===== src/rtl/txcmd_map.svh =====
`ifndef TXCMD_MAP_SVH
`define TXCMD_MAP_SVH

`define CMDA_IRQ_BIT 31
`define CMDA_ALIGN_MSB 25
`define CMDA_ALIGN_LSB 24
`define CMDA_OFF_MSB 20
`define CMDA_OFF_LSB 16
`define CMDA_FIRST_BIT 13
`define CMDA_LAST_BIT 12
`define CMDA_SIZE_MSB 10
`define CMDA_RSVD_MASK 32'h00E0C800
`define CMDB_LEN_MSB 10

`define ALIGN_4 2'h0
`define ALIGN_16 2'h1
`define ALIGN_32 2'h2
`define ALIGN_RSVD 2'h3

`define DEV_STATUS_ADR 8'h00
`define DEV_MASK_ADR 8'h04
`define HOST_DATA_ADR 8'h00
`define HOST_STATUS_ADR 8'h04

`define ST_LD_BIT 0
`define ST_ERR_BIT 1
`define STATUS_RESET 2'h0
`define MASK_RESET 2'h0

`endif


===== src/rtl/txcmd_pkg.sv =====
`default_nettype none
`include "txcmd_map.svh"

package txcmd_pkg;

  typedef logic [31:0] dword_type;

  typedef enum logic [1:0] {
    dev_cmda,
    dev_cmdb,
    dev_data,
    dev_emit
  } dev_phase_type;

  typedef enum logic [1:0] {
    host_cmda,
    host_cmdb,
    host_data,
    host_fill
  } host_phase_type;

  // dwords from start of data region to the aligned end
  function automatic logic [9:0] total_words(input logic [4:0] off, input logic [10:0] size,
                                             input logic [1:0] code);
    logic [11:0] e;
    logic [11:0] r;
    e = {7'h00, off} + {1'h0, size};
    case (code)
      `ALIGN_16: r = (e + 12'h00F) & 12'hFF0;
      `ALIGN_32: r = (e + 12'h01F) & 12'hFE0;
      default: r = (e + 12'h003) & 12'hFFC;
    endcase
    return r[11:2];
  endfunction

  function automatic dword_type sel_mask(input logic [3:0] sel);
    return {{8{sel[3]}}, {8{sel[2]}}, {8{sel[1]}}, {8{sel[0]}}};
  endfunction

endpackage

`default_nettype wire


===== src/rtl/txcmd_if.sv =====
`timescale 1ns/100ps
`default_nettype none

interface txcmd_if;
  import txcmd_pkg::*;
  dword_type word;
  logic valid;
  logic ready;

  modport host (output word, output valid, input ready);
  modport device (input word, input valid, output ready);
endinterface

`default_nettype wire


===== src/rtl/tx_buffer_command_decoder.sv =====
`timescale 1ns/100ps
`default_nettype none
`include "txcmd_map.svh"

module tx_buffer_command_decoder (
  input wire logic mclk_i,
  input wire logic resetn_i,
  txcmd_if.device link,
  input wire logic wb_cyc_i,
  input wire logic wb_stb_i,
  input wire logic wb_we_i,
  input wire logic [7:0] wb_adr_i,
  input wire logic [3:0] wb_sel_i,
  input wire txcmd_pkg::dword_type wb_dat_i,
  output txcmd_pkg::dword_type wb_dat_o,
  output logic wb_ack_o,
  output logic [7:0] data_byte_o,
  output logic data_byte_valid_o,
  output logic packet_done_o,
  output logic irq_o
);
  import txcmd_pkg::*;

  typedef struct packed {
    dev_phase_type st;
    dword_type cmda;
    dword_type cmdb_ref;
    logic [15:0] sum;
    logic pkt_open;
    logic [9:0] left;
    logic [11:0] pos;
    dword_type word;
    logic [1:0] k;
    logic drop;
    logic [7:0] byte_d;
    logic byte_v;
    logic pkt_done;
    logic ready;
    logic [1:0] status;
    logic [1:0] mask;
    logic irq;
    logic ack;
    dword_type rdat;
  } dev_state_type;

  dev_state_type cur_ff;
  dev_state_type nxt_cur;

  logic take;
  logic fin;
  logic set_ld;
  logic set_err;
  logic wb_hit;
  logic [4:0] off;
  logic [10:0] size;
  logic [1:0] code;
  logic [11:0] e;
  logic [11:0] p;

  always_comb begin
    nxt_cur = cur_ff;
    nxt_cur.byte_v = 1'b0;
    nxt_cur.pkt_done = 1'b0;
    nxt_cur.ack = 1'b0;
    nxt_cur.rdat = '0;
    fin = 1'b0;
    set_ld = 1'b0;
    set_err = 1'b0;
    off = cur_ff.cmda[`CMDA_OFF_MSB:`CMDA_OFF_LSB];
    size = cur_ff.cmda[`CMDA_SIZE_MSB:0];
    code = cur_ff.cmda[`CMDA_ALIGN_MSB:`CMDA_ALIGN_LSB];
    e = {7'h00, off} + {1'h0, size};
    p = cur_ff.pos + {10'h000, cur_ff.k};
    take = link.valid & cur_ff.ready;
    case (cur_ff.st)
      dev_cmda: begin
        if (take) begin
          nxt_cur.cmda = link.word;
          nxt_cur.st = dev_cmdb;
        end
      end
      dev_cmdb: begin
        if (take) begin
          if (cur_ff.cmda[`CMDA_FIRST_BIT]) begin
            nxt_cur.sum = {5'h00, size};
            nxt_cur.cmdb_ref = link.word;
            nxt_cur.pkt_open = 1'b1;
          end else begin
            nxt_cur.sum = cur_ff.sum + {5'h00, size};
            // continuation without an opening segment cannot be summed
            if (!cur_ff.pkt_open || link.word != cur_ff.cmdb_ref) begin
              set_err = 1'b1;
            end
          end
          // reserved code: data still consumed so the stream stays in step
          nxt_cur.drop = (code == `ALIGN_RSVD);
          if (code == `ALIGN_RSVD) begin
            set_err = 1'b1;
          end
          nxt_cur.left = total_words(off, size, nxt_cur.drop ? `ALIGN_4 : code);
          nxt_cur.pos = '0;
          if (nxt_cur.left == 10'h000) begin
            fin = 1'b1;
          end else begin
            nxt_cur.st = dev_data;
          end
        end
      end
      dev_data: begin
        if (take) begin
          nxt_cur.word = link.word;
          if (!cur_ff.drop && cur_ff.pos < e && cur_ff.pos + 12'h004 > {7'h00, off}) begin
            nxt_cur.st = dev_emit;
            nxt_cur.k = 2'h0;
          end else begin
            // whole offset, filler or dropped dword, gone in one cycle
            nxt_cur.pos = cur_ff.pos + 12'h004;
            nxt_cur.left = cur_ff.left - 10'h001;
            if (cur_ff.left == 10'h001) begin
              fin = 1'b1;
            end
          end
        end
      end
      dev_emit: begin
        if (p >= {7'h00, off} && p < e) begin
          nxt_cur.byte_d = 8'(cur_ff.word >> {cur_ff.k, 3'h0});
          nxt_cur.byte_v = 1'b1;
        end
        nxt_cur.k = cur_ff.k + 2'h1;
        if (cur_ff.k == 2'h3) begin
          nxt_cur.pos = cur_ff.pos + 12'h004;
          nxt_cur.left = cur_ff.left - 10'h001;
          if (cur_ff.left == 10'h001) begin
            fin = 1'b1;
          end else begin
            nxt_cur.st = dev_data;
          end
        end
      end
      default: begin
        nxt_cur.st = dev_cmda;
      end
    endcase
    if (fin) begin
      nxt_cur.st = dev_cmda;
      if (cur_ff.cmda[`CMDA_IRQ_BIT]) begin
        set_ld = 1'b1;
      end
      if (cur_ff.cmda[`CMDA_LAST_BIT]) begin
        nxt_cur.pkt_open = 1'b0;
        nxt_cur.pkt_done = 1'b1;
        if (nxt_cur.sum != {5'h00, nxt_cur.cmdb_ref[`CMDB_LEN_MSB:0]}) begin
          set_err = 1'b1;
        end
      end
    end
    wb_hit = wb_cyc_i & wb_stb_i & ~cur_ff.ack;
    if (wb_hit) begin
      nxt_cur.ack = 1'b1;
      if (wb_we_i) begin
        if (wb_adr_i == `DEV_STATUS_ADR && wb_sel_i[0]) begin
          nxt_cur.status = cur_ff.status & ~wb_dat_i[1:0];
        end else if (wb_adr_i == `DEV_MASK_ADR && wb_sel_i[0]) begin
          nxt_cur.mask = wb_dat_i[1:0];
        end
      end else begin
        if (wb_adr_i == `DEV_STATUS_ADR) begin
          nxt_cur.rdat = {30'h00000000, cur_ff.status};
        end else if (wb_adr_i == `DEV_MASK_ADR) begin
          nxt_cur.rdat = {30'h00000000, cur_ff.mask};
        end
      end
    end
    // set after clear, so a same-cycle event survives
    nxt_cur.status[`ST_LD_BIT] = nxt_cur.status[`ST_LD_BIT] | set_ld;
    nxt_cur.status[`ST_ERR_BIT] = nxt_cur.status[`ST_ERR_BIT] | set_err;
    nxt_cur.irq = |(nxt_cur.status & nxt_cur.mask);
    nxt_cur.ready = (nxt_cur.st != dev_emit);
  end

  always_ff @(posedge mclk_i or negedge resetn_i) begin
    if (!resetn_i) begin
      cur_ff <= '0;
      cur_ff.status <= `STATUS_RESET;
      cur_ff.mask <= `MASK_RESET;
    end else begin
      cur_ff <= nxt_cur;
    end
  end

  assign link.ready = cur_ff.ready;
  assign wb_dat_o = cur_ff.rdat;
  assign wb_ack_o = cur_ff.ack;
  assign data_byte_o = cur_ff.byte_d;
  assign data_byte_valid_o = cur_ff.byte_v;
  assign packet_done_o = cur_ff.pkt_done;
  assign irq_o = cur_ff.irq;

endmodule

`default_nettype wire


===== src/flat_wrapper.sv =====
// flat-port wrapper written by rule: the top's interface ports become plain ports
module tx_buffer_command_decoder_flat import txcmd_pkg::*;
  (mclk_i, resetn_i, wb_cyc_i, wb_stb_i, wb_we_i, wb_adr_i, wb_sel_i, wb_dat_i, wb_dat_o, wb_ack_o, data_byte_o, data_byte_valid_o, packet_done_o, irq_o, link_word, link_valid, link_ready);
  txcmd_if link_i ();
  input wire logic mclk_i;
  input wire logic resetn_i;
  input wire logic wb_cyc_i;
  input wire logic wb_stb_i;
  input wire logic wb_we_i;
  input wire logic [7:0] wb_adr_i;
  input wire logic [3:0] wb_sel_i;
  input wire txcmd_pkg::dword_type wb_dat_i;
  output txcmd_pkg::dword_type wb_dat_o;
  output logic wb_ack_o;
  output logic [7:0] data_byte_o;
  output logic data_byte_valid_o;
  output logic packet_done_o;
  output logic irq_o;
  input wire logic [$bits(link_i.word)-1:0] link_word;
  input wire logic [$bits(link_i.valid)-1:0] link_valid;
  output wire logic [$bits(link_i.ready)-1:0] link_ready;
  assign link_i.word = link_word;
  assign link_i.valid = link_valid;
  assign link_ready = link_i.ready;
  tx_buffer_command_decoder u_core (.mclk_i(mclk_i), .resetn_i(resetn_i), .link(link_i), .wb_cyc_i(wb_cyc_i), .wb_stb_i(wb_stb_i), .wb_we_i(wb_we_i), .wb_adr_i(wb_adr_i), .wb_sel_i(wb_sel_i), .wb_dat_i(wb_dat_i), .wb_dat_o(wb_dat_o), .wb_ack_o(wb_ack_o), .data_byte_o(data_byte_o), .data_byte_valid_o(data_byte_valid_o), .packet_done_o(packet_done_o), .irq_o(irq_o));
endmodule

===== config.mk =====
export PLATFORM = sky130hd
export DESIGN_NAME = tx_buffer_command_decoder_flat
export DESIGN_NICKNAME = d
export VERILOG_FILES = /design/src/rtl/txcmd_pkg.sv /design/src/rtl/txcmd_if.sv /design/src/rtl/tx_buffer_command_decoder.sv /design/src/flat_wrapper.sv
export VERILOG_INCLUDE_DIRS = /design/src /design/src/rtl
export SDC_FILE = /design/constraint.sdc
export NUM_CORES = 1
export LEC_CHECK = 0
export BUFFER_PORTS_ARGS = -buffer_cell sky130_fd_sc_hd__buf_4
export CAP_MARGIN = 20
export CORE_ASPECT_RATIO = 0.6
export CORE_UTILIZATION = 55
export DETAILED_ROUTE_END_ITERATION = 7
export GPL_ROUTABILITY_DRIVEN = 0
export PLACE_DENSITY = 0.81
export SYNTH_ARGS = -nofsm -noshare
export SYNTH_HDL_FRONTEND = slang
export SYNTH_SLANG_ARGS = --single-unit

===== constraint.sdc =====
create_clock -name mclk_i -period 10.5 [get_ports mclk_i]
set_input_delay 1.05 -clock mclk_i [delete_from_list [all_inputs] [get_ports mclk_i]]
set_output_delay 1.05 -clock mclk_i [all_outputs]
set_load 0.05 [all_outputs]

==> impl_summary.txt, run 1 <==
----------------------------------------------------
[Status]
  Result of the run ... finished, final reports clean

[Timing]
  Setup clock skew after layout ... 0.0255 ns
  Setup repair after global routing missed its margin ... no
  Fin Setup TNS ... 0 ns
  Worst slew margin relative to its limit ... 0.264
  Fin crit period ... 5.20 ns
  Total count of max-transition violations in the final report ... 0
  Portion of the clock cycle consumed by the worst path in the final layout ... 0.495
  Transition at the pin with the smallest max-transition slack ... 1.10 ns
  Highest attainable clock frequency ... 192 MHz
  Number of endpoints failing setup at the final stage ... 0
  Final Hold Violating Endpoints ... 0

[Logic synthesis]
  Fraction of synthesized cell area in xor and xnor cells ... 0.0543
  Synthesized netlist cell count ... 1100
  Post-synthesis compound-gate area fraction ... 0.170
  Multiplexer share of the synthesized area ... 0.0703
  Cell type contributing the most total cell area after synthesis ... sky130_fd_sc_hd__dfrtp_1
  Fraction of the mapped netlist area in adder cells ... 0.0784
  Simple logic cell fraction of the synthesized area ... 0.188
  Syn. warnings ... 0
  Post-synth EDFFs ... 0
  Synthesized area divided by synthesized cell count ... 8.88 um^2
  Post-synth top flop ... sky130_fd_sc_hd__dfrtp_1
  Seq/Total Area, Yosys ... 0.374
  Synth top cells by count ... sky130_fd_sc_hd__nand2_1 (219), sky130_fd_sc_hd__dfrtp_1 (146), sky130_fd_sc_hd__o21ai_0 (73)
  Leading cell types by total area after synthesis ... sky130_fd_sc_hd__dfrtp_1 (37%), sky130_fd_sc_hd__nand2_1 (8.4%), sky130_fd_sc_hd__ha_1 (7.4%)
  Fraction of registers with async set/reset ... 1.00
  Share of the synthesized area in the top cell type ... 0.374
  Main combinational cell family by area after synthesis ... simple AND/OR/NAND/NOR gates
  Netlist cell types ... 78
  Count of state elements after synthesis ... 146
  Synthesized area ... 9770 um^2
  Cell with the most instances after synthesis ... sky130_fd_sc_hd__nand2_1

[Worst hold path]
  Hold Crit Class ... reg -> reg

[Placement]
  Count of port buffers added during placement ... 63
  Number of placed instances, taps included ... 1343
  Detailed placer's ending HPWL ... 18800 um
  Total cell area at the placement stage ... 10200 um^2

[Global route]
  Antenna violations before repair ... 0
  Global routing usage summed across all routing layers ... 0.304
  First-pass GRT wire length ... 43200 um
  Global routing met1 resource utilization ... 0.441
  Total gr overflow ... 0
  Met3 GRT Util ... 0.0945
  Via count of the first global-routing pass ... 8070
  Most congested layer reported by global routing ... met1
  Pin count of the biggest net entering global routing ... 84
  GR met2 Demand/Resource ... 0.438

[Power]
  Leakage ... 5.25 nW
  Peak ir drop on the vdd network ... 0.201 mV
  Power density cells ... 338 nW/um^2

[Floorplanning]
  Vertical die dimension ... 105 um
  Placement row count ... 37
  I/O pins ... 127
  Starting Density ... 0.566
  Die X-Extent ... 174 um
  Area of the core ... 17300 um^2
  Die ar. ... 18300 um^2

[Cells and area]
  Filler cell count in the final layout ... 1413
  Inserted Diodes ... 0
  Area overhead of the layout relative to synthesis ... 10.8%
  Finished layout cell area ... 10800 um^2
  Post-layout instance count excluding filler cells ... 1375
  Finished Core Util ... 0.627
  Number of nets in the layout ... 1270
  Share of cells above drive strength 1 ... 0.145

[Critical path]
  Flop-to-flop setup slack ... 5.30 ns
  Data arrival at the endpoint of the critical path ... 5.51 ns
  CP max FO ... 33
  Required time of the worst setup path ... 10.81 ns
  Crit path kind ... reg -> reg
  Crit start category ... flip-flop
  Type of element capturing the critical path ... flip-flop

[Drt]
  Number of remaining DRC errors ... 0
  First-pass DRT Iterations ... 6
  Routed vias/inst ... 6.27
  DRT Wirelength ... 26800 um
  Post-detailed-route count of antenna-violating nets ... 0
  First-iteration detailed-routing DRC count ... 1027
  Via count ... 8623
  Wire per inst ... 19.5 um

[CTS]
  TritonCTS buffer count ... 17
  CTS tree ... done
  Clock-pin slew of the registers on the worst-case setup and hold paths ... 0.07 ns
  Number of setup buffers added after CTS ... 0
  CTS max path bufs ... 2
  Number of H-tree levels ... 4
  Num Clock Sinks ... 146
  Cells resized by post-CTS repair ... 0
  Root Buffer ... sky130_fd_sc_hd__clkbuf_16
  CTS Hold Buffers Added ... 0
  Worst-skew pair later-pin latency ... 0.45 ns

[Job]
  Max Cap Viol ... 0

----------------------------------------------------
state kept, by name (all words and copies together) (netlist names):
signal / flops
u_core.data_byte_o: 8
u_core.link.ready: 1
u_core.wb_dat_o: 2
u_core.packet_done_o: 1
u_core.irq_o: 1
u_core.cur_ff: 129
u_core.data_byte_valid_o: 1
u_core.wb_ack_o: 1
u_core.code: 2
cells in the final DEF, fill, tap and decap left out, types with 4 or more instances in the layout:
master | Yosys | layout
sky130_fd_sc_hd__a2111oi_0 | 5 | 5
sky130_fd_sc_hd__a211o_1 | 7 | 7
sky130_fd_sc_hd__a211oi_1 | 15 | 15
sky130_fd_sc_hd__a21o_1 | 18 | 18
sky130_fd_sc_hd__a21oi_1 | 43 | 43
sky130_fd_sc_hd__a31oi_1 | 10 | 10
sky130_fd_sc_hd__a32oi_1 | 4 | 4
sky130_fd_sc_hd__and2_1 | 8 | 8
sky130_fd_sc_hd__and3_1 | 9 | 9
sky130_fd_sc_hd__buf_4 | 40 | 70
sky130_fd_sc_hd__clkbuf_16 | 0 | 17
sky130_fd_sc_hd__clkinv_8 | 0 | 5
sky130_fd_sc_hd__conb_1 | 1 | 30
sky130_fd_sc_hd__dfrtp_1 | 146 | 146
sky130_fd_sc_hd__ha_1 | 58 | 58
sky130_fd_sc_hd__inv_1 | 36 | 36
sky130_fd_sc_hd__inv_8 | 0 | 6
sky130_fd_sc_hd__mux2_2 | 37 | 37
sky130_fd_sc_hd__mux2i_1 | 9 | 9
sky130_fd_sc_hd__mux4_2 | 8 | 8
sky130_fd_sc_hd__nand2_1 | 219 | 219
sky130_fd_sc_hd__nand2b_1 | 4 | 4
sky130_fd_sc_hd__nand3_1 | 26 | 26
sky130_fd_sc_hd__nand4_1 | 9 | 9
sky130_fd_sc_hd__nor2_1 | 50 | 49
sky130_fd_sc_hd__nor2b_1 | 11 | 11
sky130_fd_sc_hd__nor3_1 | 21 | 21
sky130_fd_sc_hd__nor4_1 | 14 | 14
sky130_fd_sc_hd__o2111ai_1 | 5 | 5
sky130_fd_sc_hd__o211ai_1 | 8 | 8
sky130_fd_sc_hd__o21a_1 | 6 | 6
sky130_fd_sc_hd__o21ai_0 | 73 | 73
sky130_fd_sc_hd__o31ai_1 | 9 | 9
sky130_fd_sc_hd__or2_2 | 5 | 5
sky130_fd_sc_hd__or3_1 | 7 | 7
sky130_fd_sc_hd__xnor2_1 | 16 | 16
sky130_fd_sc_hd__xor2_1 | 42 | 42
worst paths after layout:
| path | endpoint | start | cells past startpoint |
|---|---|---|---|
| max in group asynchronous | u_core.cur_ff[142] | resetn_i | 2 |
| hold / removal | u_core.cur_ff[83] | u_core.cur_ff[83] | 2 |
| min in group asynchronous | u_core.cur_ff[103] | resetn_i | 1 |
| hold reg to reg | u_core.cur_ff[83] | u_core.cur_ff[83] | 2 |
| setup reg to reg | u_core.cur_ff[86] | u_core.cur_ff[155] | 17 |
| setup / recovery | u_core.cur_ff[86] | u_core.cur_ff[155] | 17 |
cells by family (layout without fill, tap and decap cells):
group	count (synthesis)	count (layout)
DFF	146	146
other	1	30
adders and majority gates	60	60
xor gates and xnor gates	59	59
AOI/OAI and AO/OA	250	250
buffers and inverters	128	140
muxes	54	54
and+or+nand+nor	402	402
metrics by stage:
stage	setup WS [ns]	hold slack, ns	power [mW]
2_1_floorplan	6.65	0.440	2.44
3_3_place_gp	5.55	0.452	2.85
3_5_place_dp	5.42	0.459	2.93
4_1_cts	5.39	0.479	3.59
5_1_grt	4.86	0.507	3.90
6_report	5.30	0.479	3.65
power breakdown:
part / leakage [nW] / internal [mW] / switching [mW]
combinational: 3.08 / 0.778 / 1.23
clock: 0.285 / 0.322 / 0.302
sequential: 1.89 / 0.781 / 0.236
critical path: stages, from the launching register on:
cell,delay [ns]
sky130_fd_sc_hd__dfrtp_1,0.47
sky130_fd_sc_hd__ha_1,0.24
sky130_fd_sc_hd__inv_1,0.06
sky130_fd_sc_hd__fa_1,0.43
sky130_fd_sc_hd__and2b_1,0.27
sky130_fd_sc_hd__o221a_2,0.24
sky130_fd_sc_hd__o211ai_1,0.11
sky130_fd_sc_hd__xnor2_1,0.45
sky130_fd_sc_hd__inv_1,0.28
sky130_fd_sc_hd__ha_1,0.37
sky130_fd_sc_hd__a21o_1,0.18
sky130_fd_sc_hd__a211o_1,0.28
sky130_fd_sc_hd__a31oi_1,0.13
sky130_fd_sc_hd__o21ai_0,0.21
sky130_fd_sc_hd__a21oi_1,0.20
sky130_fd_sc_hd__a211o_1,0.70
sky130_fd_sc_hd__or2_2,0.35
sky130_fd_sc_hd__o21ai_0,0.11
per-layer routing:
metal  vias to the layer above  part of all wire
met4                         0             0.018
met3                        57              0.12
met2                       475              0.42
met5                         -                 0
met1                      4191              0.44
li1                       3900                 -
area by class of cell:
class                      instances  area, um^2  area share
clock buffer                      17         425      0.0393
clock inverter                    15         180      0.0167
inverter                          37         139      0.0128
multi-input combinational        855        5590       0.517
sequential                       146        3650       0.338
tap                              234         293      0.0271
timing repair buffer              71         537      0.0496
Power figures use the tool's default switching activity.
==> run 2, diff against run 1 <==
==> constraint.sdc (replaced) <==
create_clock -name mclk_i -period 4.9 [get_ports mclk_i]
set_input_delay 0.49 -clock mclk_i [delete_from_list [all_inputs] [get_ports mclk_i]]
set_output_delay 0.49 -clock mclk_i [all_outputs]
set_load 0.05 [all_outputs]
==> impl_summary.txt, run 2 (synthesis gave the netlist of run 1 again) <==
----------------------------------------------------
[Critical path]
  Type of element capturing the critical path ... flip-flop
  Data arrival at the endpoint of the critical path ... 4.85 ns
  Crit path kind ... reg -> reg
  Largest stage delay on the critical path ... 0.44 ns
  Crit start category ... flip-flop
  CP max FO ... 21
  Critical-path cell list ... ha_1 > inv_1 > fa_1 > and2b_1 > o221a_2 > o211ai_1 > xnor2_2 > inv_1 > ha_1 > a21o_1 > a211o_1 > a31oi_1 > o21ai_0 > a21oi_1 > a211o_1 > buf_4 > o21ai_0 > o21ai_0
  Required time of the worst setup path ... 5.26 ns
  Cell with the biggest individual delay on the critical path ... sky130_fd_sc_hd__dfrtp_1
  Flop-to-flop setup slack ... 0.40 ns
  Worst Path Buf+Inv ... 3
  Delay-heaviest family, CP ... compound AO/OA/AOI/OAI gates
  Critical path's most frequent cell ... sky130_fd_sc_hd__o21ai_0

[Cells and area]
  Largest register by flop count ... u_core.cur_ff
  Most used cells in the layout excluding fill and tap cells ... sky130_fd_sc_hd__nand2_1 (219), sky130_fd_sc_hd__dfrtp_1 (146), sky130_fd_sc_hd__buf_4 (79)
  Max FFs per register ... 129
  Inserted Diodes ... 0
  Share of cells above drive strength 1 ... 0.152
  Area overhead of the layout relative to synthesis ... 11.6%
  Leading cell type in the layout, fill and taps excluded ... sky130_fd_sc_hd__nand2_1
  Number of nets in the layout ... 1282

[CTS]
  CTS max path bufs ... 2
  Clock-pin slew of the registers on the worst-case setup and hold paths ... 0.06 ns
  CTS tree ... done
  Root Buffer ... sky130_fd_sc_hd__clkbuf_16
  Num Clock Sinks ... 146
  Number of H-tree levels ... 4
  TritonCTS buffer count ... 17
  Number of setup buffers added after CTS ... 0
  Worst-skew pair later-pin latency ... 0.44 ns

[Placement]
  Place WS ... 0.336 ns
  Detailed placer's ending HPWL ... 19400 um
  Count of port buffers added during placement ... 63

[Power]
  Peak ir drop on the vdd network ... 0.524 mV
  Power density cells ... 723 nW/um^2
  Leakage ... 5.32 nW

[Floorplanning]
  Die ar. ... 18300 um^2
  Placement row count ... 37
  Starting Density ... 0.566
  Vertical die dimension ... 105 um
  Die X-Extent ... 174 um
  I/O pins ... 127
  Area of the core ... 17300 um^2

[Drt]
  Routed vias/inst ... 6.23
  Post-detailed-route count of antenna-violating nets ... 0
  Wire per inst ... 19.6 um
  Via count ... 8640
  DRT Wirelength ... 27100 um
  First-iteration detailed-routing DRC count ... 927
  Number of remaining DRC errors ... 0
  First-pass DRT Iterations ... 5

[Timing]
  Transition at the pin with the smallest max-transition slack ... 1.02 ns
  Setup clock skew after layout ... 0.00991 ns
  Final critical-path setup slack ... 0.404 ns
  Number of endpoints failing setup at the final stage ... 0
  Setup repair after global routing missed its margin ... no
  Fin crit period ... 4.50 ns
  Fin Setup TNS ... 0 ns
  Worst hold slack across all endpoints ... 0.231 ns
  Final Hold Violating Endpoints ... 0
  Portion of the clock cycle consumed by the worst path in the final layout ... 0.917
  Total count of max-transition violations in the final report ... 0
  Worst slew margin relative to its limit ... 0.313
  Highest attainable clock frequency ... 222 MHz

[Worst hold path]
  Hold Crit Class ... in -> reg

[Global route]
  Global routing usage summed across all routing layers ... 0.305
  Antenna violations before repair ... 0
  First-pass GRT wire length ... 43500 um
  Via count of the first global-routing pass ... 8207
  Total gr overflow ... 0
  Pin count of the biggest net entering global routing ... 70

[Job]
  Max Cap Viol ... 0

[Status]
  Result of the run ... finished, final reports clean

----------------------------------------------------
==> run 2: worst paths after layout <==
check	start	to	depth (start not counted)
setup / recovery	u_core.cur_ff[171]	u_core.cur_ff[100]	18
hold / removal	wb_we_i	u_core.wb_dat_o[1]	2
setup reg to reg	u_core.cur_ff[171]	u_core.cur_ff[100]	18
hold reg to reg	u_core.cur_ff[75]	u_core.cur_ff[75]	2
max in group asynchronous	resetn_i	u_core.cur_ff[81]	3
min in group asynchronous	resetn_i	u_core.cur_ff[104]	2
==> run 2: layout make-up <==
type                    instances  area [um^2]
repair buffers                 83          669
clock inverters                 9         70.1
flip-flops and latches        146         3650
multi-input cells             855         5600
fillers                      1368         6370
well taps                     234          293
inverters                      37          139
clock buffers                  22          474
==> run 2: power by group <==
part	internal (mW)	switching (mW)
combinational	1.77	2.68
clock	0.691	0.542
sequential	1.67	0.517
total	4.14	3.74
==> run 2: worst register-to-register path, stage by stage (launching register included) <==
cell and delay, ns:
sky130_fd_sc_hd__dfrtp_1 0.44, sky130_fd_sc_hd__ha_1 0.20, sky130_fd_sc_hd__inv_1 0.05, sky130_fd_sc_hd__fa_1 0.39, sky130_fd_sc_hd__and2b_1 0.26, sky130_fd_sc_hd__o221a_2 0.23, sky130_fd_sc_hd__o211ai_1 0.13, sky130_fd_sc_hd__xnor2_2 0.29
sky130_fd_sc_hd__inv_1 0.21, sky130_fd_sc_hd__ha_1 0.33, sky130_fd_sc_hd__a21o_1 0.19, sky130_fd_sc_hd__a211o_1 0.29, sky130_fd_sc_hd__a31oi_1 0.13, sky130_fd_sc_hd__o21ai_0 0.20, sky130_fd_sc_hd__a21oi_1 0.20, sky130_fd_sc_hd__a211o_1 0.35
sky130_fd_sc_hd__buf_4 0.30, sky130_fd_sc_hd__o21ai_0 0.13, sky130_fd_sc_hd__o21ai_0 0.09
==> run 2: metal layers <==
metal | vias to the layer above | track usage | routed length, um
met2 | 444 | 0.426 | 11400
met5 | - | 0 | 0
li1 | 3915 | - | -
met4 | 0 | 0.0902 | 445
met3 | 41 | 0.0848 | 3090
met1 | 4240 | 0.457 | 12200
==> run 2: stage by stage <==
step                       util  total power [mW]  cell area, um^2  instances
after CTS                 0.628              7.70            10800       1384
after global placement    0.595              6.23            10300       1352
after floorplan               -              5.23             9870       1129
final                     0.631              7.88            10900       1386
after detailed placement  0.595              6.40            10300       1352
after global routing      0.631              8.39            10900       1386
==> run 2: repair_timing <==
action,4_1_cts,5_1_grt
endpoints found under the setup margin,0,12
gates resized for setup,0,1
hold buffers,1,0
endpoints found under the hold margin,25,0
